`src/verilog/selftest_consts.svh`:
```
`ifndef SELFTEST_CONSTS_SVH
`define SELFTEST_CONSTS_SVH

// Status word location on the host bus
`define STATUS_WORD_OFFSET 3'h2
// Clock rate and indicator deadline
`define CLK_HZ             20000000
`define FAULT_DEADLINE_S   2
`define FAULT_DEADLINE_CYC (`CLK_HZ * `FAULT_DEADLINE_S)
// Flash half period in seconds times ten
`define FLASH_HALF_DS      2
`define FLASH_HALF_CYC     (`CLK_HZ / 10 * `FLASH_HALF_DS)
// Fatal error codes, low byte of status word
`define FC_NO_INFO     8'h00
`define FC_PKT_READ    8'h01
`define FC_PKT_WRITE   8'h02
`define FC_RAM         8'h04
`define FC_CHECKSUM    8'h05
`define FC_RING_READ   8'h06
`define FC_RING_WRITE  8'h07
`define FC_HOST_TMO    8'h09
`define FC_CMD_OVER    8'h0A
`define FC_DMA         8'h0B
`define FC_CTRL_FATAL  8'h0C
`define FC_BAD_CONN    8'h0E
`define FC_INIT_SEQ    8'h13
`define FC_NOT_READY   8'h40
`define FC_RCT_WRITE   8'h43
`define FC_FORMAT      8'h45
`define FC_WPROT       8'h46
`define FC_FCT_WRITE   8'h47
`define FC_BAD_REQ     8'h48
// Fault source vector width and status high byte reset value
`define NUM_FAULTS     19
`define STAT_HI_RESET  8'h00

`endif

```
`src/verilog/selftest_pkg.sv`:
```
package selftest_pkg;
  // Self-test sequencer states
  typedef enum logic [2:0] {
    ST_IDLE,
    ST_PHASE1,
    ST_PROBE,
    ST_READY,
    ST_PHASE2,
    ST_RUN,
    ST_FATAL
  } seq_state_t;
endpackage
```
`src/verilog/selftest_fatal_error_report.sv`:
```
`timescale 1ns/1ns
`include "selftest_consts.svh"

// Contract
// Fault indicator on when internal tests start
// Indicator off after phase one passes
// Indicator must be off within 2 s
// Phase one runs right after power-up
// Probe drives; flash when none answer
// Phase two runs at host initialization
// Host-init errors go to status word
// Fatal code posted in status low byte
// Packet codes 0, 1, 2
// Self-test codes 4, 5, octal 14
// Ring envelope codes 6, 7
// Host timeout 9, command overrun A
// Codes octal 13, 16, 23
// Format codes 40 through 48
// Restart self-test at every bus init
// Hold fatal code until next init
module selftest_fatal_error_report (
  // Clock, reset, enable
  input  wire logic        clk,
  input  wire logic        srst,
  input  wire logic        ce,
  // Board reset sources and host init (asynchronous pins)
  input  wire logic        bus_init,
  input  wire logic        dc_low_line,
  input  wire logic        board_reset_switch,
  input  wire logic        host_init,
  // Firmware test results, same clock
  input  wire logic        p1_done,
  input  wire logic        p1_pass,
  input  wire logic        drive_resp,
  input  wire logic        probe_done,
  input  wire logic        p2_done,
  input  wire logic        p2_pass,
  // Fatal event strobes, one bit per code
  input  wire logic [18:0] fault_evt,
  // Host read of status word
  input  wire logic [2:0]  rd_addr,
  input  wire logic        rd_en,
  output logic      [15:0] rd_data,
  // Indicator and status
  output logic             fault_indicator,
  output logic             selftest_failed,
  output logic             fatal_posted
);

  // Synchronisers for pin inputs
  logic [1:0] init_s_q;
  logic [1:0] dcl_s_q;
  logic [1:0] sw_s_q;
  logic [1:0] hinit_s_q;
  logic       init_prev_q;       // Previous reset level
  logic       hinit_prev_q;      // Previous host init level
  // Sequencer
  selftest_pkg::seq_state_t st_q;
  selftest_pkg::seq_state_t st_d;
  logic [25:0] dl_cnt_q;         // Deadline counter
  logic [22:0] fl_cnt_q;         // Flash half period counter
  logic        flash_q;          // Flash phase
  logic        flashing_q;       // No drive answered
  logic [15:0] port_status_word_q;
  logic        led_q;
  logic        p1_pass_seen;     // Phase one passed

  // Reset level after synchronisation
  wire init_lvl   = init_s_q[1] | dcl_s_q[1] | sw_s_q[1];
  wire init_rise  = init_lvl & ~init_prev_q;
  wire hinit_rise = hinit_s_q[1] & ~hinit_prev_q;
  wire deadline   = (dl_cnt_q == 26'(`FAULT_DEADLINE_CYC));

  // Fault code table, one entry per event bit
  logic [7:0] code_tab [0:18];
  assign code_tab[0]  = `FC_NO_INFO;
  assign code_tab[1]  = `FC_PKT_READ;
  assign code_tab[2]  = `FC_PKT_WRITE;
  assign code_tab[3]  = `FC_RAM;
  assign code_tab[4]  = `FC_CHECKSUM;
  assign code_tab[5]  = `FC_RING_READ;
  assign code_tab[6]  = `FC_RING_WRITE;
  assign code_tab[7]  = `FC_HOST_TMO;
  assign code_tab[8]  = `FC_CMD_OVER;
  assign code_tab[9]  = `FC_DMA;
  assign code_tab[10] = `FC_CTRL_FATAL;
  assign code_tab[11] = `FC_BAD_CONN;
  assign code_tab[12] = `FC_INIT_SEQ;
  assign code_tab[13] = `FC_NOT_READY;
  assign code_tab[14] = `FC_RCT_WRITE;
  assign code_tab[15] = `FC_FORMAT;
  assign code_tab[16] = `FC_WPROT;
  assign code_tab[17] = `FC_FCT_WRITE;
  assign code_tab[18] = `FC_BAD_REQ;

  // Priority pick: lowest set bit wins
  logic [7:0] pick [0:19];
  assign pick[19] = 8'h00;
  genvar gi;
  generate
    for (gi = 0; gi < 19; gi++) begin : g_pick
      assign pick[gi] = fault_evt[gi] ? code_tab[gi] : pick[gi+1];
    end
  endgenerate
  wire any_fault = |fault_evt;
  // Phase two failure reports through the status word
  wire p2_fail   = (st_q == selftest_pkg::ST_PHASE2) & p2_done &
                   ~p2_pass;
  wire [7:0] post_code = any_fault ? pick[0] : `FC_CTRL_FATAL;
  // First fault only, code held until init
  wire post_now  = (any_fault | p2_fail) & ~fatal_posted &
                   (st_q != selftest_pkg::ST_IDLE);
  wire addr_hit  = rd_en & (rd_addr == `STATUS_WORD_OFFSET);

  // Input synchronisers
  always_ff @(posedge clk) begin
    if (ce) begin
      init_s_q  <= {init_s_q[0], bus_init};
      dcl_s_q   <= {dcl_s_q[0], dc_low_line};
      sw_s_q    <= {sw_s_q[0], board_reset_switch};
      hinit_s_q <= {hinit_s_q[0], host_init};
    end
  end

  // Next state of sequencer
  always_comb begin
    st_d = st_q;
    case (st_q)
      selftest_pkg::ST_IDLE:   st_d = selftest_pkg::ST_PHASE1;
      selftest_pkg::ST_PHASE1: begin
        if (p1_done & p1_pass) st_d = selftest_pkg::ST_PROBE;
        else if (p1_done) st_d = selftest_pkg::ST_FATAL;
      end
      selftest_pkg::ST_PROBE:  begin
        if (probe_done) st_d = selftest_pkg::ST_READY;
      end
      selftest_pkg::ST_READY:  begin
        if (hinit_rise) st_d = selftest_pkg::ST_PHASE2;
      end
      selftest_pkg::ST_PHASE2: begin
        if (p2_done & p2_pass) st_d = selftest_pkg::ST_RUN;
        else if (p2_done) st_d = selftest_pkg::ST_FATAL;
      end
      selftest_pkg::ST_RUN:    st_d = st_q;
      selftest_pkg::ST_FATAL:  st_d = st_q;
      default:                 st_d = selftest_pkg::ST_IDLE;
    endcase
    if (any_fault & (st_q != selftest_pkg::ST_IDLE))
      st_d = selftest_pkg::ST_FATAL;
  end

  // Sequencer and deadline counter
  always_ff @(posedge clk) begin
    if (srst | (ce & init_rise)) begin
      st_q     <= selftest_pkg::ST_IDLE;
      dl_cnt_q <= 26'h0;
    end else if (ce) begin
      st_q <= st_d;
      if (!deadline)
        dl_cnt_q <= dl_cnt_q + 26'h1;
    end
  end

  // Reset edge trackers
  always_ff @(posedge clk) begin
    if (srst) begin
      init_prev_q  <= 1'b0;
      hinit_prev_q <= 1'b0;
    end else if (ce) begin
      init_prev_q  <= init_lvl;
      hinit_prev_q <= hinit_s_q[1];
    end
  end

  // Flash timing
  always_ff @(posedge clk) begin
    if (srst | (ce & init_rise)) begin
      fl_cnt_q   <= 23'h0;
      flash_q    <= 1'b0;
      flashing_q <= 1'b0;
    end else if (ce) begin
      if (st_q == selftest_pkg::ST_PROBE && probe_done && !drive_resp)
        flashing_q <= 1'b1;
      if (fl_cnt_q == 23'(`FLASH_HALF_CYC - 1)) begin
        fl_cnt_q <= 23'h0;
        flash_q  <= ~flash_q;
      end else begin
        fl_cnt_q <= fl_cnt_q + 23'h1;
      end
    end
  end

  // Indicator drive
  always_ff @(posedge clk) begin
    if (srst) begin
      led_q <= 1'b1;
    end else if (ce) begin
      if (init_lvl || st_q == selftest_pkg::ST_IDLE ||
          st_q == selftest_pkg::ST_PHASE1)
        led_q <= 1'b1;
      else if (flashing_q)
        led_q <= flash_q;
      else if (st_q == selftest_pkg::ST_FATAL && !p1_pass_seen)
        led_q <= 1'b1;
      else
        led_q <= 1'b0;
    end
  end

  // Phase one success memory
  always_ff @(posedge clk) begin
    if (srst | (ce & init_rise))
      p1_pass_seen <= 1'b0;
    else if (ce && st_q == selftest_pkg::ST_PHASE1 && p1_done && p1_pass)
      p1_pass_seen <= 1'b1;
  end

  // Status word and flags
  always_ff @(posedge clk) begin
    if (srst | (ce & init_rise)) begin
      port_status_word_q <= {`STAT_HI_RESET, `FC_NO_INFO};
      fatal_posted       <= 1'b0;
      selftest_failed    <= 1'b0;
    end else if (ce) begin
      if (post_now) begin
        port_status_word_q <= {`STAT_HI_RESET, post_code};
        fatal_posted       <= 1'b1;
      end
      if (deadline && led_q && !flashing_q)
        selftest_failed <= 1'b1;
    end
  end

  // Outputs from flip-flops
  always_ff @(posedge clk) begin
    if (srst) begin
      rd_data         <= 16'h0000;
      fault_indicator <= 1'b1;
    end else if (ce) begin
      rd_data         <= addr_hit ? port_status_word_q : 16'h0000;
      fault_indicator <= led_q;
    end
  end
endmodule

```
`config.mk`:
```
export PLATFORM = sky130hd
export DESIGN_NAME = selftest_fatal_error_report
export DESIGN_NICKNAME = d
export VERILOG_FILES = /design/src/verilog/selftest_pkg.sv /design/src/verilog/selftest_fatal_error_report.sv
export VERILOG_INCLUDE_DIRS = /design/src /design/src/verilog
export SDC_FILE = /design/constraint.sdc
export NUM_CORES = 1
export LEC_CHECK = 0
export BUFFER_PORTS_ARGS = -buffer_cell sky130_fd_sc_hd__buf_2
export CORE_MARGIN = 2
export CORE_UTILIZATION = 55
export CTS_BUF_LIST = sky130_fd_sc_hd__clkbuf_4 sky130_fd_sc_hd__clkbuf_8
export CTS_CLUSTER_SIZE = 25
export DETAILED_ROUTE_END_ITERATION = 8
export HOLD_SLACK_MARGIN = 0.06
export PLACE_DENSITY = 0.77
export SYNTH_ARGS = -nofsm -noshare
export SYNTH_HDL_FRONTEND = slang
export SYNTH_SLANG_ARGS = --single-unit
```
`constraint.sdc`:
```
create_clock -name clk -period 2 [get_ports clk]
set_input_delay 0.1 -clock clk [delete_from_list [all_inputs] [get_ports clk]]
set_output_delay 0.1 -clock clk [all_outputs]
set_load 0.005 [all_outputs]
```
-- Word level (Yosys, flattened, before mapping)
Cells that the tools add are included.
- flip-flop bits (word level): 93
- input port bits: 36
- output and inout port bits: 19
- word-level logic and storage cells: 111
- add/sub/neg operators: 2
- equal/unequal tests: 14
- multiplexer cells: 33
- bitwise logic cells: 21
- reductions and logical operators: 23
- operator list (cell ; number):
    8-bit 2-to-1 mux ; 20
    26-bit by 1-bit adder with 26-bit output (second input constant) ; 1
    26-bit equality test (second input constant) ; 1
    23-bit by 1-bit adder with 23-bit output (second input constant) ; 1
    23-bit by 22-bit equality test with 1-bit output (second input constant) ; 1
    23-bit 2-to-1 mux ; 1
    3-bit 2-to-1 mux ; 7
    19-bit OR reduction ; 1
    3-bit case mux with 6 select lines ; 1
    1-bit bitwise AND ; 11
    2-bit AND reduction ; 5
    3-bit by 2-bit equality test with 1-bit output (second input constant) ; 3
    3-bit equality test (second input constant) ; 3
    1-bit logical AND ; 8
    7-bit 2-to-1 mux ; 1
    3-bit != test (second input constant) ; 2
    1-bit inverter ; 6
    6-bit AND reduction ; 1
    4-bit by 2-bit != test with 1-bit output (second input constant) ; 1
    4-bit != test (second input constant) ; 1
    1-bit bitwise OR ; 4
    3-bit by 1-bit equality test with 1-bit output (second input constant) ; 1
    1-bit zero test ; 3
    3-bit zero test ; 1
    other kinds (5) ; 8

-- Depth between registers and ports, before layout
Gate-level depths: netlist of run 1.
- depth after elaboration: 20
- mapped depth: 8
- gate-level depth less buffers: 7

-- Worst setup path before layout of run 1
OpenSTA, ideal clock, no wires.
- path type: register to register
- start point: reg fl_cnt_q[0]
- end point: reg fl_cnt_q[12]
- setup time: 115 ps
- arrival: 1446 ps
- data required time: 1885 ps
- setup slack: 438 ps
- cell stages (with the launch flop): 9
- buffers on the path: 1
- period minus slack after synthesis: 1562 ps
- cells stage by stage: dfxtp_1 ha_1 nor4b_1 nand3b_1 nor4_1 nand2_1 nand2_1 buf_4 nor2_1
- longest elaborated chain between the ends: 2
- elaborated cells between the ends (all ways): 3
- those cells by class: add/sub: 1; eq/ne: 1; mux: 1
- ends and longest elaborated chain (item ; RTL line ; text):
    start, declared ; selftest_fatal_error_report.sv:61 ; logic [22:0] fl_cnt_q;
    start signal, assigned ; selftest_fatal_error_report.sv:188 ; fl_cnt_q <= fl_cnt_q + 23'h1;
    23-bit by 1-bit adder with 23-bit output or 23-bit by 22-bit equality test with 1-bit output (tied branches) ; selftest_fatal_error_report.sv:188, selftest_fatal_error_report.sv:184 ;
    23-bit 2-to-1 mux (*) ; selftest_fatal_error_report.sv:184 ; if (fl_cnt_q == 23'(`FLASH_HALF_CYC - 1)) begin
Every way passes the cells marked *; elsewhere a longest branch is shown, timed or not.
A chain may end at the register's enable or synchronous reset.

-- Worst setup path in the final report of run 1
- start point: reg fl_cnt_q[0]
- end point: reg fl_cnt_q[22]
The elaborated chain is that of the path after synthesis.

==> reports/summary.txt, run 1 <==
status - complete, no violations
Reg2Reg Depth - 7
Final Wtd Congestion - 0.8969
n_diodes - 0
Crit path arrival time - 2.07 ns
WHS Endpoint - port_status_word_q[4]$_SDFFE_PP0P_
hold path depth - 3
antenna viol nets, final - 0
Setup-failing EPs final - 0
Worst Hold Launch - fault_evt[12]
starting density of the core - 0.5683
pin count of the biggest net entering global routing - 23
global route overflow - 0
Buf+Inv Stages, Crit Path - 1
Largest stage delay, worst path - 0.37 ns
max capacitance violation total - 0
Slew Limit Fails - 0
register area share after synthesis - 0.4407
P&R area growth vs syn - 14.94%
DRT iter0 DRCs - 111
fillcell total - 585
fmax - 546.1 MHz
syn avg cell area - 8.657 um^2
power per cell area - 705.6 nW/um^2
Clock Latency Late Sink - 0.35 ns
Synth async-reset ratio - 0
Fin. Hold Viols - 0
multi-input logic area - 2001 um^2
vias in the first global route - 2944
Clock Pin Slew Worst Setup and Hold Paths - 0.07 ns
Setup CP Type - flop to flop
Crit path max-delay family - simple AND/OR/NAND/NOR gates
nets@finish - 541
Peak VDD IR - 0.0005609 V
final cell area excluding filler cells - 4438 um^2
Core ar. - 6794 um^2
CTS Buffer Depth - 2
critical path startpoint category - flop
H-tree levels - 3
layout cells sized above 1 - 0.1621
IO buf count - 44
1st-pass router iterations - 4
DP Wirelength - 5598 um
Tcrit/Tclk final - 0.9156
via-per-instance ratio - 5.422
FF-to-FF End - fl_cnt_q[22]$_SDFFE_PP0P_
GRT Util Overall - 0.2087
register area - 1702 um^2
clock sinks - 81
placed instance area - 4177 um^2
Hold Worst Slack - 0.06779 ns
WL final - 7648 um
final worst slack - 0.1687 ns
Cells after Synth - 446
RR Startpoint - fl_cnt_q[0]$_SDFFE_PP0P_
Clock Root Buffer - clkbuf_8
fin util - 0.6532
vias - 3264
EDFF count, synth - 8
Mapped Area - 3861 um^2
r2r setup slk - 0.17 ns
shortest period the worst path allows - 1.831 ns
DR DRC count - 0
post-synth cell types - 55
slowest CP cell - dfxtp_1
Worst Path Max Fanout - 5
HP Class - input port to flop
Max Clock Skew - 0.01092 ns
total die area - 7706 um^2
first-pass GRT wire length - 12700 um
Yosys warning total - 0
IO Pins - 55
CTS tree - built
row count - 30
TritonCTS buffer count - 9
initial antenna violation count - 0
Main synth FF type - dfxtp_1
cell breakdown of the critical path - ha_1 > and3_1 > nand4_1 > buf_4 > nor3_1 > xnor2_1 > nor2_1
crit end category - flop
Worst Path Required - 2.24 ns
number of synthesized register bits - 81
chip height - 87.79 um
DR WL/cell - 12.70 um
Die Wd - 87.79 um
setup TNS - 0 ns
RSZ-0062 raised after global routing - no
Pleak - 1.666 nW
worst slack at placement - 0.2095 ns
worst register-to-register path: stages, from the launching register on:
cell	delay (ns)
dfxtp_1	0.37
ha_1	0.19
and3_1	0.28
nand4_1	0.25
buf_4	0.22
nor3_1	0.22
xnor2_1	0.15
nor2_1	0.05
kinds of logic (layout without fill, tap and decap cells):
logic type | after synthesis | after routing | share of synthesized area
AO/OA/AOI/OAI | 62 | 62 | 0.1050
other | 1 | 10 | 0.0009712
adder cells (fa/ha/maj) | 3 | 3 | 0.009722
multiplexers | 4 | 4 | 0.01069
flip-flops | 81 | 81 | 0.4407
XOR/XNOR | 46 | 46 | 0.1043
buffers and inverters | 39 | 90 | 0.05152
AND/OR/NAND/NOR | 210 | 210 | 0.2771
report_power, final:
part | internal (W) | switching (W)
sequential | 0.00167 | 0.0000277
combinational | 0.000118 | 0.000160
clock | 0.000612 | 0.000544
total | 0.00240 | 0.000731
worst max path at each step:
stage                                         from                         to  slack (ns)  cells past startpoint
after floorplan           fl_cnt_q[0]$_SDFFE_PP0P_  fl_cnt_q[12]$_SDFFE_PP0P_        0.44                      8
after global placement    fl_cnt_q[0]$_SDFFE_PP0P_  fl_cnt_q[20]$_SDFFE_PP0P_        0.27                      7
after detailed placement  fl_cnt_q[0]$_SDFFE_PP0P_  fl_cnt_q[20]$_SDFFE_PP0P_        0.21                      7
after CTS                 fl_cnt_q[0]$_SDFFE_PP0P_  fl_cnt_q[20]$_SDFFE_PP0P_        0.18                      7
after global routing      fl_cnt_q[0]$_SDFFE_PP0P_   fl_cnt_q[5]$_SDFFE_PP0P_        0.04                      8
final                     fl_cnt_q[0]$_SDFFE_PP0P_  fl_cnt_q[22]$_SDFFE_PP0P_        0.17                      7
repair_timing:
action,in CTS,in global routing
hold endpoints to repair,6,0
hold buffers,5,0
gates resized for setup,0,1
setup buffers,0,2
setup endpoints to repair,0,22
sequential cells by signal, indices dropped and copies added (netlist names):
name,flops
init_s_q,2
selftest_failed,1
st_q,3
sw_s_q,2
flashing_q,1
fault_indicator,1
hinit_prev_q,1
dl_cnt_q,26
fatal_posted,1
hinit_s_q,2
init_prev_q,1
dcl_s_q,2
p1_pass_seen,1
fl_cnt_q,23
port_status_word_q,6
rd_data,6
led_q,1
flash_q,1
stage by stage:
step,power [W],cells
after floorplan,0.001914,455
after global placement,0.001997,580
after detailed placement,0.002004,580
after CTS,0.003157,600
after global routing,0.003252,602
final,0.003132,602
layout make-up:
cell class / instances / area share
multi-input cells: 335 / 0.4508
flip-flops and latches: 81 / 0.3834
repair buffers: 61 / 0.08401
clock buffers: 11 / 0.03270
well taps: 96 / 0.02707
inverters: 14 / 0.01184
clock inverters: 4 / 0.01015
layout by cell type (no fill, tap or decap), drive strengths merged, types with 2 or more instances in the layout:
master       netlist  final
nor4b              4      4
nor2b              2      2
inv               14     14
o21ai             11     11
clkbuf             6     11
nand3b             3      3
edfxtp             8      8
xnor2             14     14
and3               6      6
clkinv             0      3
nand2             28     28
nor3              12     12
a22oi              8      8
and4               7      7
xor2              32     32
nor4               5      5
ha                 3      3
o21bai             2      2
a41oi              2      2
and2               5      5
dlygate4sd3        0      5
a211oi             4      4
nand2b             4      4
a21oi             21     21
a21o               2      2
buf               19     56
conb               1     10
nor2              84     84
o211ai             2      2
nand3             20     20
or3                7      7
dfxtp             73     73
nand4             21     21
o22ai              2      2
mux2i              3      3
synth_stat cells (10+ instances only):
cell,number,area (um^2)
nor2_1,84,315.3
dfxtp_1,73,1461
xor2_1,32,280.3
nand2_1,27,101.4
a21oi_1,21,105.1
nand3_1,20,100.1
nand4_1,20,125.1
inv_1,14,52.55
xnor2_1,14,122.6
buf_4,12,90.09
nor3_1,10,50.05
per-layer routing:
layer / vias up / GRT usage / routed length (um)
li1: 1656 / - / -
met1: 1531 / 0.2563 / 3443
met2: 60 / 0.3526 / 3760
met3: 17 / 0.05278 / 293
met4: 0 / 0.07972 / 152
met5: - / 0 / 0
Power figures use the tool's default switching activity.
==> run 2, diff against run 1 <==
- CORE_MARGIN: 2 -> 5
- GPL_TIMING_DRIVEN: unset -> 0
==> reports/summary.txt, run 2 (synthesis results as in run 1) <==
Clock Pin Slew Worst Setup and Hold Paths - 0.08 ns
Core ar. - 6832 um^2
TritonCTS buffer count - 9
Die Wd - 93.79 um
DR WL/cell - 13.12 um
Tcrit/Tclk final - 0.9116
shortest period the worst path allows - 1.823 ns
final cell area excluding filler cells - 4527 um^2
global route overflow - 0
1st-pass router iterations - 4
biggest regs - dl_cnt_q x26, fl_cnt_q x23
Worst Path Max Fanout - 10
CTS Buffer Depth - 2
crit end category - flop
Setup-failing EPs final - 0
Crit path arrival time - 2.06 ns
most frequent cells in the layout - nor2_1, dfxtp_1, buf_2
Reg2Reg Depth - 8
DP Wirelength - 5960 um
register area - 1702 um^2
max reg flops - 26
cell breakdown of the critical path - ha_1 > nor4b_2 > nand3b_1 > nor4_4 > nand2_1 > nand2_2 > buf_4 > nor2_1
initial antenna violation count - 0
multi-input logic area - 2023 um^2
Biggest register - dl_cnt_q
Fin. Hold Viols - 0
Peak VDD IR - 0.0003699 V
status - complete, no violations
fillcell total - 597
Rel. slew slack - 0.6534
setup repair bufs after CTS - 0
Crit path depth - 8
vias in the first global route - 3086
Clock Root Buffer - clkbuf_8
Crit path max-delay family - simple AND/OR/NAND/NOR gates
IO buf count - 44
Worst Path Required - 2.24 ns
fmax - 548.5 MHz
GRT Util Overall - 0.1914
antenna viol nets, final - 0
RSZ-0062 raised after global routing - no
Setup CP Type - flop to flop
starting density of the core - 0.5652
row count - 30
Largest stage delay, worst path - 0.37 ns
slowest CP cell - dfxtp_1
layout cells sized above 1 - 0.1769
IO Pins - 55
Slew Limit Fails - 0
pin count of the biggest net entering global routing - 15
HP Class - input port to flop
critical path startpoint category - flop
setup TNS - 0 ns
max capacitance violation total - 0
first-pass GRT wire length - 13540 um
CTS tree - built
chip height - 93.79 um
DR DRC count - 0
n_diodes - 0
Final Wtd Congestion - 0.8441
placed instance area - 4235 um^2
WL final - 8081 um
commonest non-fill, non-tap cell in the layout - nor2_1
DRT iter0 DRCs - 137
Clock Latency Late Sink - 0.35 ns
P&R area growth vs syn - 17.24%
hold path depth - 3
vias - 3329
Buf+Inv Stages, Crit Path - 1
H-tree levels - 3
via-per-instance ratio - 5.404
Max Clock Skew - 0.008917 ns
Pleak - 1.718 nW
power per cell area - 716.1 nW/um^2
clock sinks - 81
Worst Max-Slew Pin Slew - 0.5199 ns
total die area - 8796 um^2
nets@finish - 554
==> run 2: changes by cell type in the layout (fill, tap and decap cells not counted), moves of 2 or more <==
cell / delta
buf_1: +2
buf_2: +5
clkbuf_1: +5
clkinv_2: -3
clkinvlp_4: +3
==> run 2: stage by stage <==
stage | hold WS [ns] | worst slack, ns | total power, W | instances | utilization
floorplan | 0.1989 | 0.4383 | 0.001914 | 455 | -
global placement | 0.2763 | 0.02246 | 0.002009 | 595 | 0.6200
detailed placement | 0.2786 | -0.05681 | 0.002016 | 595 | 0.6200
CTS | 0.07339 | 0.02706 | 0.003255 | 616 | 0.6593
global route | 0.08596 | 0.01913 | 0.003374 | 616 | 0.6626
finish | 0.08164 | 0.1768 | 0.003242 | 616 | 0.6626
==> run 2: metal layers <==
| metal | GRT usage | vias up | part of all wire |
|---|---|---|---|
| met1 | 0.2358 | 1564 | 0.45 |
| met5 | 0 | - | 0 |
| met3 | 0.04247 | 15 | 0.038 |
| met4 | 0.06980 | 0 | 0.019 |
| met2 | 0.3264 | 66 | 0.49 |
| li1 | - | 1684 | - |
==> run 2: worst reg2reg max path, delay by kind of cell (launching register included) <==
| family | cells | cell delay, ns |
|---|---|---|
| simple gates | 6 | 0.96 |
| fa+ha+maj | 1 | 0.21 |
| flops | 1 | 0.37 |
| buf+inv | 1 | 0.18 |
==> run 2: where the power goes <==
group	switching [W]	total, W	leakage (nW)	internal [W]
registers	0.0000177	0.00169	0.668	0.00167
logic	0.000175	0.000300	0.952	0.000125
clock network	0.000605	0.00125	0.0982	0.000649
total	0.000797	0.00324	1.72	0.00244
==> run 2: cell type report <==
type                       count  share of cell area
sequential                    81              0.3759
clock buffer                  11             0.03344
multi-input combinational    335              0.4469
buffer                        25             0.03234
clock inverter                 5             0.01354
tap                           96             0.02653
timing repair buffer          49             0.05970
inverter                      14             0.01161
==> run 2: timing repair <==
action	CTS	global route
endpoints found under the setup margin	20	21
hold buffers	5	0
resized for setup	1	4
endpoints found under the hold margin	5	0
==> run 2: final timing paths <==
path / from / to / slack [ns]
hold reg to reg: sw_s_q[0]$_DFFE_PP_ / sw_s_q[1]$_DFFE_PP_ / 0.42
setup reg to reg: fl_cnt_q[0]$_SDFFE_PP0P_ / fl_cnt_q[6]$_SDFFE_PP0P_ / 0.18
hold / removal: fault_evt[12] / port_status_word_q[4]$_SDFFE_PP0P_ / 0.08
setup / recovery: fl_cnt_q[0]$_SDFFE_PP0P_ / fl_cnt_q[6]$_SDFFE_PP0P_ / 0.18
